[src/rtl/startup_params.svh]
// Constants for the start-up delay, ramp and timeout sequencer
`ifndef STARTUP_PARAMS_SVH
`define STARTUP_PARAMS_SVH
// ****************************************************************
// Command codes
// ****************************************************************
`define STU_CMD_DELAY    8'h60
`define STU_CMD_RAMP     8'h61
`define STU_CMD_TIMEOUT  8'h62
// ****************************************************************
// Word layout
// ****************************************************************
`define STU_EXP_MSB      15
`define STU_EXP_LSB      11
`define STU_MAN_MSB      10
`define STU_MAN_LSB      0
`define STU_RESP_MSB     7
`define STU_RESP_LSB     6
`define STU_RDLY_MSB     2
`define STU_RDLY_LSB     0
// ****************************************************************
// Reset values (exponent fixed, mantissa a plain default)
// ****************************************************************
`define STU_DELAY_RST    16'hF800
`define STU_RAMP_RST     16'hF00C
`define STU_TIMEOUT_RST  16'hF800
`define STU_DELAY_RST_Q  9'h000
`define STU_RAMP_RST_Q   7'h0C
`define STU_TIMEOUT_RST_Q 9'h000
`define STU_HALF_EXP     5'h1F
// ****************************************************************
// Ranges in quarter milliseconds
// ****************************************************************
`define STU_DELAY_MAXQ   510
`define STU_DELAY_STEPQ  2
`define STU_RAMP_MAXQ    127
`define STU_RAMP_STEPQ   1
`define STU_TIMEOUT_MAXQ 508
`define STU_TIMEOUT_STEPQ 2
`define STU_RAMP_MINQ    7'h02
`define STU_TICKS_PER_MS 4
`define STU_THR_SHIFT    3
// ****************************************************************
// Timing
// ****************************************************************
`define STU_CLK_NS       8
`define STU_STEP_NS      250000
`define STU_INIT_NS      100000
`define STU_STEP_CYC     ((`STU_STEP_NS) / (`STU_CLK_NS))
`define STU_INIT_CYC     ((`STU_INIT_NS + `STU_CLK_NS - 1) / (`STU_CLK_NS))
`endif

[src/rtl/startup_pkg.sv]
// Types shared by the start-up sequencer modules
`default_nettype none
package startup_pkg;
  typedef enum logic [1:0] {
    ST_IDLE  = 2'b00,
    ST_DELAY = 2'b01,
    ST_RAMP  = 2'b10,
    ST_REG   = 2'b11
  } seq_st_t;

  typedef struct packed {
    seq_st_t     st;
    logic [15:0] dly_w;
    logic [15:0] ramp_w;
    logic [15:0] to_w;
    logic [8:0]  dly_q;
    logic [6:0]  ramp_q;
    logic [8:0]  to_q;
    logic        restore_pend;
    logic        start_d;
    logic [13:0] init_cnt;
    logic        init_done;
    logic [8:0]  tcnt;
    logic [8:0]  tocnt;
    logic        to_run;
    logic [22:0] total;
    logic [22:0] err;
    logic [15:0] ref_v;
    logic [15:0] telem;
    logic        ramp;
    logic        uv_en;
    logic        sw;
    logic        st_other;
    logic        st_vout;
    logic        st_to;
    logic        st_cml;
    logic        alert;
    logic        shut;
    logic        rpend;
    logic [4:0]  rcnt;
    logic [15:0] rd;
    logic        ack;
  } seq_reg_t;

  typedef struct packed {
    logic [14:0] cnt;
    logic        tick;
  } div_reg_t;
endpackage
`default_nettype wire

[src/rtl/tick_if.sv]
// Step tick carried from the divider to the sequencer
`timescale 1ns/10ps
`default_nettype none
interface tick_if;
  logic tick;
  logic restart;
  modport src (input restart, output tick);
  modport dst (output restart, input tick);
endinterface
`default_nettype wire

[src/rtl/tick_divider.sv]
// Quarter-millisecond step tick, restartable to align its phase
`timescale 1ns/10ps
`default_nettype none
`include "startup_params.svh"
module tick_divider
  import startup_pkg::*;
#(
  parameter int STEP_CYC = `STU_STEP_CYC
)(
  input  wire logic i_sys_clk,
  input  wire logic i_nrst,
  tick_if.src       tk
);
  div_reg_t r_r;
  div_reg_t r_nxt;

  always_comb
  begin
    r_nxt      = r_r;
    r_nxt.tick = 1'b0;
    if (tk.restart)
    begin
      r_nxt.cnt = '0;
    end
    else if (r_r.cnt == 15'(STEP_CYC - 1))
    begin
      r_nxt.cnt  = '0;
      r_nxt.tick = 1'b1; // [RQ18]
    end
    else
    begin
      r_nxt.cnt = r_r.cnt + 15'h0001;
    end
  end

  always_ff @(posedge i_sys_clk or negedge i_nrst)
  begin
    if (!i_nrst)
      r_r <= '0;
    else
      r_r <= r_nxt;
  end

  assign tk.tick = r_r.tick;
endmodule // tick_divider
`default_nettype wire

[src/rtl/linear_decode.sv]
// Signed linear word to quarter-millisecond count, with range check
`timescale 1ns/10ps
`default_nettype none
module linear_decode #(
  parameter int MAXQ  = 510,
  parameter int STEPQ = 2
)(
  input  wire logic [15:0] i_word,
  output logic      [8:0]  o_q,
  output logic             o_ok
);
  logic signed [5:0]  sh;
  logic        [5:0]  nn;
  logic signed [31:0] m;
  logic signed [31:0] v;
  logic               exact;
  logic               big;

  always_comb
  begin
    // Exponent 15:11 and mantissa 10:0, both two's complement [RQ2]
    sh    = $signed({i_word[15], i_word[15:11]}) + 6'sh02;
    m     = {{21{i_word[10]}}, i_word[10:0]};
    nn    = 6'(-sh);
    v     = '0;
    exact = 1'b1;
    big   = 1'b0;
    if (!sh[5])
    begin
      if (sh > 6'sh0A)
        big = (m != 32'sh0);
      else
        v = m <<< sh[3:0];
    end
    else
    begin
      v     = m >>> nn;
      exact = ((v <<< nn) == m);
    end
    // Off-grid, negative or oversized values are refused [RQ6]
    o_ok = exact && !big && !v[31] && (v <= MAXQ) && ((v % STEPQ) == 0);
    o_q  = v[8:0];
  end
endmodule // linear_decode
`default_nettype wire

[src/rtl/startup_sequencer.sv]
// Start-up sequencer: turn-on delay, soft-start ramp, start-up timeout
// Overview of operation
// [RQ1] Output starts rising only after the programmed delay from the start condition.
// [RQ2] Settings are 16-bit linear words: exponent 15:11, mantissa 10:0, milliseconds.
// [RQ3] Delay accepts 0 to 127.5 ms in 0.5 ms steps; exponent resets 11111b.
// [RQ4] At least about 100 us passes even with zero delay, for initialisation.
// [RQ5] After power-up or restore the delay snaps to the nearest supported value.
// [RQ6] Out-of-range writes are refused, flagged and signalled to the host.
// [RQ7] Reference slews so the ramp lasts the set time whatever the target; code caps slew at one LSB per clock, so steep ramps run long.
// [RQ8] Ramp accepts 0 to 31.75 ms in 0.25 ms steps; exponent resets 11110b.
// [RQ9] Ramp settings below 0.5 ms run as a 0.5 ms ramp.
// [RQ10] Limited slew resolution may quantise long ramps at high targets.
// [RQ11] At timeout expiry the last telemetry below 87.5% of target is a fault.
// [RQ12] Telemetry lag may let a dip up to 2 ms early cause the fault.
// [RQ13] Timeout accepts 0 to 127 ms in 0.5 ms steps; exponent resets 11111b.
// [RQ14] A zero timeout disables the timeout check.
// [RQ15] Undervoltage check is armed only when the ramp ends.
// [RQ16] Timeout fault sets catch-all, output-voltage and timeout bits, alerts host.
// [RQ17] Response 00 ignore, 01 delayed shutdown if still low, 10 immediate.
// [RQ18] Counters run from a step tick no coarser than the finest step.
`timescale 1ns/10ps
`default_nettype none
`include "startup_params.svh"
module startup_sequencer
  import startup_pkg::*;
#(
  parameter int STEP_CYC = `STU_STEP_CYC,
  parameter int INIT_CYC = `STU_INIT_CYC
)(
  input  wire logic        i_sys_clk,
  input  wire logic        i_nrst,
  input  wire logic        i_cmd_wr,
  input  wire logic        i_cmd_rd,
  input  wire logic [7:0]  i_cmd_code,
  input  wire logic [15:0] i_cmd_data,
  input  wire logic        i_start_cond,
  input  wire logic        i_restore,
  input  wire logic        i_clear_faults,
  input  wire logic [15:0] i_target_vout,
  input  wire logic [15:0] i_telem_vout,
  input  wire logic        i_telem_valid,
  input  wire logic [7:0]  i_to_response,
  output logic      [15:0] o_rd_data,
  output logic             o_rd_ack,
  output logic      [15:0] o_ref_dac,
  output logic             o_switching,
  output logic             o_ramp_active,
  output logic             o_uv_check_en,
  output logic             o_status_other,
  output logic             o_output_voltage_status,
  output logic             o_status_timeout,
  output logic             o_status_cml,
  output logic             o_alert,
  output logic             o_shutdown
);
  import startup_pkg::*;

  // ****************************************************************
  // Step tick and write-data checkers
  // ****************************************************************
  localparam int MAXQ  [3] = '{`STU_DELAY_MAXQ, `STU_RAMP_MAXQ, `STU_TIMEOUT_MAXQ};
  localparam int STEPQ [3] = '{`STU_DELAY_STEPQ, `STU_RAMP_STEPQ, `STU_TIMEOUT_STEPQ};

  tick_if tk ();
  seq_reg_t   r_r;
  seq_reg_t   r_nxt;
  logic [8:0] wq [3];
  logic       wok [3];
  logic       restart;
  logic [15:0] thr;
  logic [22:0] sum;
  logic        low;

  tick_divider #(.STEP_CYC(STEP_CYC)) u_div (
    .i_sys_clk (i_sys_clk),
    .i_nrst    (i_nrst),
    .tk        (tk.src)
  );

  // Range and step limits per setting [RQ3] [RQ8] [RQ13]
  for (genvar g = 0; g < 3; g++)
  begin : g_dec
    linear_decode #(.MAXQ(MAXQ[g]), .STEPQ(STEPQ[g])) u_dec (
      .i_word (i_cmd_data),
      .o_q    (wq[g]),
      .o_ok   (wok[g])
    );
  end

  assign tk.restart = restart;
  // 87.5% of the commanded voltage [RQ11]
  assign thr = i_target_vout - (i_target_vout >> `STU_THR_SHIFT);
  assign sum = r_r.err + {7'h00, i_target_vout};
  // Compares the last recorded sample, so a dip up to 2 ms old can count [RQ12]
  assign low = (r_r.telem < thr);

  // ****************************************************************
  // Next-state logic
  // ****************************************************************
  always_comb
  begin
    r_nxt   = r_r;
    restart = 1'b0;
    r_nxt.start_d = i_start_cond;
    r_nxt.ack     = 1'b0;
    if (i_telem_valid)
      r_nxt.telem = i_telem_vout; // [RQ12]
    if (i_clear_faults)
    begin
      r_nxt.st_other = 1'b0;
      r_nxt.st_vout  = 1'b0;
      r_nxt.st_to    = 1'b0;
      r_nxt.st_cml   = 1'b0;
    end

    // Register access
    if (i_cmd_rd)
    begin
      r_nxt.ack = 1'b1;
      case (i_cmd_code)
        `STU_CMD_DELAY:   r_nxt.rd = r_r.dly_w;
        `STU_CMD_RAMP:    r_nxt.rd = r_r.ramp_w;
        `STU_CMD_TIMEOUT: r_nxt.rd = r_r.to_w;
        default:          r_nxt.rd = 16'h0000;
      endcase
    end
    if (i_cmd_wr)
    begin
      case (i_cmd_code)
        `STU_CMD_DELAY:
        begin
          if (wok[0])
          begin
            r_nxt.dly_w = i_cmd_data;
            r_nxt.dly_q = wq[0];
          end
          else
            r_nxt.st_cml = 1'b1; // [RQ6]
        end
        `STU_CMD_RAMP:
        begin
          if (wok[1])
          begin
            r_nxt.ramp_w = i_cmd_data;
            r_nxt.ramp_q = wq[1][6:0];
          end
          else
            r_nxt.st_cml = 1'b1; // [RQ6]
        end
        `STU_CMD_TIMEOUT:
        begin
          if (wok[2])
          begin
            r_nxt.to_w = i_cmd_data;
            r_nxt.to_q = wq[2];
          end
          else
            r_nxt.st_cml = 1'b1; // [RQ6]
        end
        default: ;
      endcase
    end
    // Re-encode in half-millisecond form; stored values are already on grid
    if (r_r.restore_pend || i_restore)
    begin
      r_nxt.dly_w = {`STU_HALF_EXP, 3'b000, r_nxt.dly_q[8:1]}; // [RQ5]
      r_nxt.dly_q = {r_nxt.dly_q[8:1], 1'b0};
      r_nxt.restore_pend = 1'b0;
    end

    // Sequence
    case (r_r.st)
      ST_IDLE:
      begin
        if (i_start_cond && !r_r.start_d)
        begin
          restart         = 1'b1;
          r_nxt.st        = ST_DELAY;
          r_nxt.init_cnt  = '0;
          r_nxt.init_done = 1'b0;
          r_nxt.tcnt      = '0;
          r_nxt.shut      = 1'b0;
        end
      end
      ST_DELAY:
      begin
        // Initialisation window overlaps the programmed delay [RQ4]
        if (r_r.init_cnt == 14'(INIT_CYC - 1))
          r_nxt.init_done = 1'b1;
        else
          r_nxt.init_cnt = r_r.init_cnt + 14'h0001;
        if (tk.tick)
          r_nxt.tcnt = r_r.tcnt + 9'h001;
        if (r_r.init_done && (r_r.tcnt >= r_r.dly_q)) // [RQ1]
        begin
          restart       = 1'b1;
          r_nxt.st      = ST_RAMP;
          r_nxt.ramp    = 1'b1;
          r_nxt.sw      = 1'b1;
          r_nxt.ref_v   = '0;
          r_nxt.err     = '0;
          r_nxt.tocnt   = '0;
          r_nxt.to_run  = (r_r.to_q != 9'h000); // [RQ14]
          // Short settings stretched to half a millisecond [RQ9]
          r_nxt.total   = 23'(((r_r.ramp_q < `STU_RAMP_MINQ) ? `STU_RAMP_MINQ
                                                            : r_r.ramp_q) * STEP_CYC);
        end
      end
      ST_RAMP:
      begin
        // One LSB per clock at most, so steep ramps saturate [RQ7] [RQ10]
        if (sum >= r_r.total)
        begin
          r_nxt.err   = sum - r_r.total;
          r_nxt.ref_v = r_r.ref_v + 16'h0001;
        end
        else
          r_nxt.err = sum;
        if (r_r.ref_v >= i_target_vout)
        begin
          r_nxt.st    = ST_REG;
          r_nxt.ramp  = 1'b0;
          r_nxt.ref_v = i_target_vout;
          r_nxt.uv_en = 1'b1; // [RQ15]
        end
      end
      ST_REG:
        r_nxt.ref_v = i_target_vout;
      default:
        r_nxt.st = ST_IDLE;
    endcase

    // Timeout runs from the end of the delay [RQ11]
    // A limit rewritten to zero mid-attempt also stops the check [RQ14]
    if (r_r.to_run && tk.tick && (r_r.to_q != 9'h000))
    begin
      r_nxt.tocnt = r_r.tocnt + 9'h001;
      if (r_nxt.tocnt == r_r.to_q)
      begin
        r_nxt.to_run = 1'b0;
        if (low)
        begin
          r_nxt.st_other = 1'b1; // [RQ16]
          r_nxt.st_vout  = 1'b1;
          r_nxt.st_to    = 1'b1;
          case (i_to_response[`STU_RESP_MSB:`STU_RESP_LSB])
            2'b01:
            begin
              r_nxt.rpend = 1'b1; // [RQ17]
              r_nxt.rcnt  = 5'(i_to_response[`STU_RDLY_MSB:`STU_RDLY_LSB]
                               * `STU_TICKS_PER_MS);
            end
            2'b10:   r_nxt.shut = 1'b1; // [RQ17]
            default: ;
          endcase
        end
      end
    end
    if (r_r.rpend)
    begin
      if (r_r.rcnt == 5'h00)
      begin
        r_nxt.rpend = 1'b0;
        r_nxt.shut  = r_r.shut | low; // [RQ17]
      end
      else if (tk.tick)
        r_nxt.rcnt = r_r.rcnt - 5'h01;
    end

    // Losing the start condition ends the attempt
    if ((r_r.st != ST_IDLE) && !i_start_cond)
    begin
      r_nxt.st     = ST_IDLE;
      r_nxt.sw     = 1'b0;
      r_nxt.ramp   = 1'b0;
      r_nxt.uv_en  = 1'b0;
      r_nxt.ref_v  = '0;
      r_nxt.to_run = 1'b0;
      r_nxt.rpend  = 1'b0;
      r_nxt.shut   = 1'b0;
    end
    if (r_nxt.shut)
    begin
      r_nxt.sw    = 1'b0;
      r_nxt.ramp  = 1'b0;
      r_nxt.ref_v = '0;
    end
    r_nxt.alert = r_nxt.st_other | r_nxt.st_vout | r_nxt.st_to | r_nxt.st_cml; // [RQ16]
  end

  // ****************************************************************
  // State register
  // ****************************************************************
  always_ff @(posedge i_sys_clk or negedge i_nrst)
  begin
    if (!i_nrst)
    begin
      r_r              <= '0;
      r_r.dly_w        <= `STU_DELAY_RST;
      r_r.ramp_w       <= `STU_RAMP_RST;
      r_r.to_w         <= `STU_TIMEOUT_RST;
      r_r.dly_q        <= `STU_DELAY_RST_Q;
      r_r.ramp_q       <= `STU_RAMP_RST_Q;
      r_r.to_q         <= `STU_TIMEOUT_RST_Q;
      r_r.restore_pend <= 1'b1;
    end
    else
      r_r <= r_nxt;
  end

  assign o_rd_data        = r_r.rd;
  assign o_rd_ack         = r_r.ack;
  assign o_ref_dac        = r_r.ref_v;
  assign o_switching      = r_r.sw;
  assign o_ramp_active    = r_r.ramp;
  assign o_uv_check_en    = r_r.uv_en;
  assign o_status_other   = r_r.st_other;
  assign o_output_voltage_status    = r_r.st_vout;
  assign o_status_timeout = r_r.st_to;
  assign o_status_cml     = r_r.st_cml;
  assign o_alert          = r_r.alert;
  assign o_shutdown       = r_r.shut;
endmodule // startup_sequencer
`default_nettype wire

[config.mk]
export PLATFORM = sky130hd
export DESIGN_NAME = startup_sequencer
export DESIGN_NICKNAME = d
export VERILOG_FILES = /design/src/rtl/startup_pkg.sv /design/src/rtl/tick_if.sv /design/src/rtl/tick_divider.sv /design/src/rtl/linear_decode.sv /design/src/rtl/startup_sequencer.sv
export VERILOG_INCLUDE_DIRS = /design/src /design/src/rtl
export SDC_FILE = /design/constraint.sdc
export NUM_CORES = 1
export LEC_CHECK = 0
export BUFFER_PORTS_ARGS = -buffer_cell sky130_fd_sc_hd__buf_2
export CORE_ASPECT_RATIO = 2
export CORE_MARGIN = 4
export CORE_UTILIZATION = 55
export DETAILED_ROUTE_END_ITERATION = 12
export GPL_TIMING_DRIVEN = 0
export PLACE_DENSITY = 0.85
export SYNTH_ARGS = -nofsm -noshare
export SYNTH_HDL_FRONTEND = slang
export SYNTH_HIERARCHICAL = 1
export SYNTH_SLANG_ARGS = --single-unit
[constraint.sdc]
create_clock -name i_sys_clk -period 9.45 [get_ports i_sys_clk]
set_input_delay 0.945 -clock i_sys_clk [delete_from_list [all_inputs] [get_ports i_sys_clk]]
set_output_delay 0.945 -clock i_sys_clk [all_outputs]
set_load 0.02 [all_outputs]
# Word level (Yosys, flattened, before mapping)
# Cells that the tools add are included.
# word_totals
reg_bits	236
latchBits	0
ram_bits	0
romBits	0
inputBits	72
output_inout_bits	42
word_cells	218
memories	0
# op_classes
add_sub_neg	11
multipliers	1
div_mod_pow	0
magnitude_cmp	9
n_eq_ne	23
shifts	3
mux	81
n_bitwise	5
reduce_logical	51
# ops
cell	count
two-way mux 16 bit	11
one-hot mux 16 bit (3 select lines)	2
two-way mux 73 bit	1
two-way mux 72 bit	1
less-or-equal comparator 32 x 10 -> 1 bit, second input constant	2
two-way mux 32 bit	2
two-way mux 7 bit	7
one-hot mux 24 bit (2 select lines)	1
one-hot mux 23 bit (2 select lines)	1
two-way mux 9 bit	5
two-way mux 33 bit	1
equality test 32 x 11 -> 1 bit	1
less-or-equal comparator 32 x 8 -> 1 bit, second input constant	1
zero test 32 bit	1
nonzero test 32 bit	1
<<< shifter 11 x 4 -> 32 bit	1
<<< shifter 32 x 6 -> 32 bit	1
>>> shifter 11 x 6 -> 32 bit	1
two-way mux 15 bit	2
equality test 8 x 7 -> 1 bit, second input constant	3
two-way mux 1 bit	24
two-way mux 24 bit	1
AND reduction 3 bit	8
adder 23 x 16 -> 23 bit	1
other kinds (51)	104

# Logic depth before layout (Yosys ltp)
# depth
depth_word	14
ltp_mapped	21

# Modules after synthesis
# The synthesis kept the hierarchy.
# by_module_without_submodules
module	instances	cells_per_inst	area_each_um2	seq_area_each_um2
startup_sequencer	1	1685	15700.1	5504.0
linear_decode at g_dec[0].u_dec	1	278	1905.6	0.0
linear_decode at g_dec[2].u_dec	1	262	1861.8	0.0
linear_decode at g_dec[1].u_dec	1	264	1801.7	0.0
tick_divider	1	79	802.0	400.4

# Worst setup path before layout
# No wires, ideal clock.
# synth_timing
kind	input-to-reg
start	input i_cmd_data[12]
end	register r_r[203] in the netlist's numbering
setup_ns	0.082
arrival_ns	5.385
required_ns	9.368
slack_ns	3.983
path_stages	18
path_cell_list	buf_1 -> clkbuf_1 -> inv_1 -> ha_1 -> buf_2 -> mux2_2 -> mux4_2 -> a211oi_1 -> or4_1 -> o311a_1 -> a211o_1 -> or4_4 -> a221oi_2 -> and4b_1 -> buf_1 -> buf_2 -> nand2_1 -> a31oi_1
# synth_lines
element	line_no	rtl
start: declaration	startup_sequencer.sv:35	input wire logic [15:0] i_cmd_data,
end signal: assignment	startup_sequencer.sv:308	r_r <= r_nxt;
end: declaration	startup_sequencer.sv:65	seq_reg_t r_r;

==> flow_metrics.py <==
metrics = {
    "run_status": {
        "outcome": "complete, no violations",
    },
    "drt": {
        "wirelength_microns": 76820,
        "num_vias": 21630,
        "drcViolationCount": 0,
        "drt_iter0_markers": 1751,
        "via_per_inst": 6.673,
        "first_pass_iters": 7,
        "wire_per_inst_microns": 23.70,
        "drtAntennaViolNets": 0,
    },
    "global_route": {
        "grt_overflow": 0,
        "grt_pass1_vias": 22540,
        "grt_pass1_wl_microns": 119700,
        "antenna_found_initial": 5,
        "grt_max_degree": 120,
        "grtUsageTotal_pct": 34.88,
    },
    "timing": {
        "min_period_over_period_pct": 76.81,
        "rsz0062_at_grt": "no",
        "tightest_slew_ps": 1268,
        "skew_ps": 14.62,
        "slew_headroom_pct": 15.28,
        "tns_ps": 0,
        "min_period_ps": 7259,
        "hold_viol": 0,
        "setup_viol": 0,
        "timing.fmax_mhz": 137.8,
        "holdWs_ps": 156.9,
        "slew_violations": 0,
    },
    "floorplan": {
        "coreArea_sq_um": 39560,
        "die_w_microns": 149.5,
        "die_area_sq_um": 43490,
        "row_count": 103,
        "initial_core_util_pct": 55.65,
        "io_pins": 114,
        "die_h_microns": 291.0,
    },
    "final_layout": {
        "drive_gt1_share_pct": 17.04,
        "syn_to_final_growth_pct": 9.513,
        "design_area_sq_um": 24110,
        "fin_nets": 2943,
        "n_fill_cell": 3400,
    },
    "job": {
        "drv_cap": 0,
    },
    "power_and_ir_drop": {
        "p_int_mw": 2.752,
        "ir_drop_uv": 171.7,
        "clkPwrFrac_pct": 20.1,
        "powerDensity_nw_per_um2": 209.1,
        "p_comb_share_pct": 55.1,
        "switchingPower_mw": 2.291,
        "sw_frac_of_total_pct": 45.43,
        "leakagePower_nw": 10.73,
        "seqPwrFrac_pct": 24.8,
    },
    "clock_tree": {
        "cts_root_buf": "clkbuf_16",
        "cts_made_buffers": 24,
        "cts_resized": 0,
        "path_clk_slew_ps": 70,
        "cts_tree": "built",
        "clk_latency_ps": 550,
        "clock_path_buffers": 3,
        "post_cts_buffers": 0,
        "htree_levels": 1,
        "cts.sinks": 235,
        "cts_hold_buffers": 0,
    },
    "critical_path": {
        "worstSetupEndpointType": "flop",
        "required_ps": 9890,
        "arrival_ps": 7700,
        "path_class": "in -> reg",
        "critPathLaunchType": "input port",
        "path_max_fanout": 21,
    },
    "synth": {
        "syn_nets": 2806,
        "synth_warnings": 6,
        "netlist_area_sq_um": 22020,
        "synthCells": 2558,
        "syn_area_per_cell_sq_um": 8.607,
    },
    "placed_design": {
        "dpl-instance-area_sq_um": 23280,
        "gp_congestion": 1.040,
        "io_buffers": 109,
        "dp_hpwl_microns": 58130,
    },
    "min_path": {
        "hold_path.class": "in -> async",
    },
}
-- layer usage --
metal,vias up,track usage (%),routed length (microns)
li1,9635,-,-
met1,10180,31.50,23200
met5,-,0,13
met4,2,32.79,8758
met2,1251,61.80,39150
met3,560,8.349,5695
-- state kept, by name, indices dropped and copies added, names as in the netlist, 15 cells and up --
signal     count
r_r          177
o_ref_dac     16
o_rd_data     16
u_div/r_r     15
-- path summary, 6_finish.rpt --
| path | start | end | slack (ps) | cells after the start |
|---|---|---|---|---|
| min in group i_sys_clk | r_r[215]$_DFFE_PN1P_ | r_r[215]$_DFFE_PN1P_ | 480 | 2 |
| max | i_cmd_data[11] | r_r[180]$_DFFE_PN0P_ | 2190 | 18 |
| min | i_nrst | r_r[35]$_DFFE_PN0P_ | 160 | 1 |
| min reg2reg | r_r[215]$_DFFE_PN1P_ | r_r[215]$_DFFE_PN1P_ | 480 | 2 |
| max in group asynchronous | i_nrst | r_r[179]$_DFFE_PN0P_ | 7940 | 3 |
| max reg2reg | r_r[65]$_DFFE_PN0P_ | o_ref_dac[1]$_DFFE_PN0P_ | 3330 | 16 |
-- cell usage in the layout (no fill, tap or decap), drive strengths merged, types with 12 or more instances in the layout --
master,count
nand2,219
dfrtp,216
nor2,215
buf,194
o21ai,170
ha,161
a21oi,160
inv,140
clkbuf,114
mux2,110
nand3,77
mux2i,75
xnor2,75
nor3,66
xor2,45
a31oi,43
a211oi,39
nand4,34
nand2b,34
a22oi,30
a21o,27
o31ai,27
o211ai,24
nor2b,23
and3,21
o22ai,21
dfstp,19
and2,19
o21a,17
nor4,17
mux4,16
fa,15
or3,14
or2,14
a21boi,12
-- metrics by stage --
stage | instances | worst slack [ps] | total power, mW | util [%]
floorplan | 2558 | 3983 | 3.200 | -
global placement | 3192 | 2017 | 3.814 | 58.69
detailed placement | 3194 | 2082 | 3.920 | 58.85
CTS | 3237 | 2613 | 4.949 | 60.91
global route | 3239 | 2026 | 5.309 | 60.93
finish | 3241 | 2191 | 5.043 | 60.94
-- power groups by stage --
| stage | logic, mW | clock network [mW] | registers [mW] |
|---|---|---|---|
| after floorplan | 1.98 | 0 | 1.22 |
| after global placement | 2.56 | 0 | 1.25 |
| after detailed placement | 2.66 | 0 | 1.26 |
| after CTS | 2.68 | 1.03 | 1.24 |
| after global routing | 2.99 | 1.06 | 1.26 |
| final | 2.78 | 1.02 | 1.25 |
-- critical path: stages --
cell       delay [ps]
buf_2             490
buf_2             360
inv_1             170
buf_1             380
ha_1              440
xnor2_1           780
nor3_1            150
o41ai_1           480
a22oi_1           210
nor2_1            520
a221oi_1          180
a2111oi_2         280
a31oi_1           350
a2111oi_2         610
and4_1            260
clkbuf_1          280
buf_2             380
mux2_2            380
-- cell type report --
class                           instances  area, sq um  share of cell area, %
Multi-Input combinational cell       2017        14740                  61.12
Antenna cell                            4        10.01                0.04151
Tap cell                              525        656.9                  2.724
Clock buffer                           30        643.1                  2.667
Clock inverter                         13        168.9                 0.7005
Inverter                              139        521.8                  2.164
Timing Repair Buffer                  111        610.6                  2.532
Sequential cell                       235         5904                  24.49
Buffer                                167        859.6                  3.565
(Power assumes the default switching activity.)
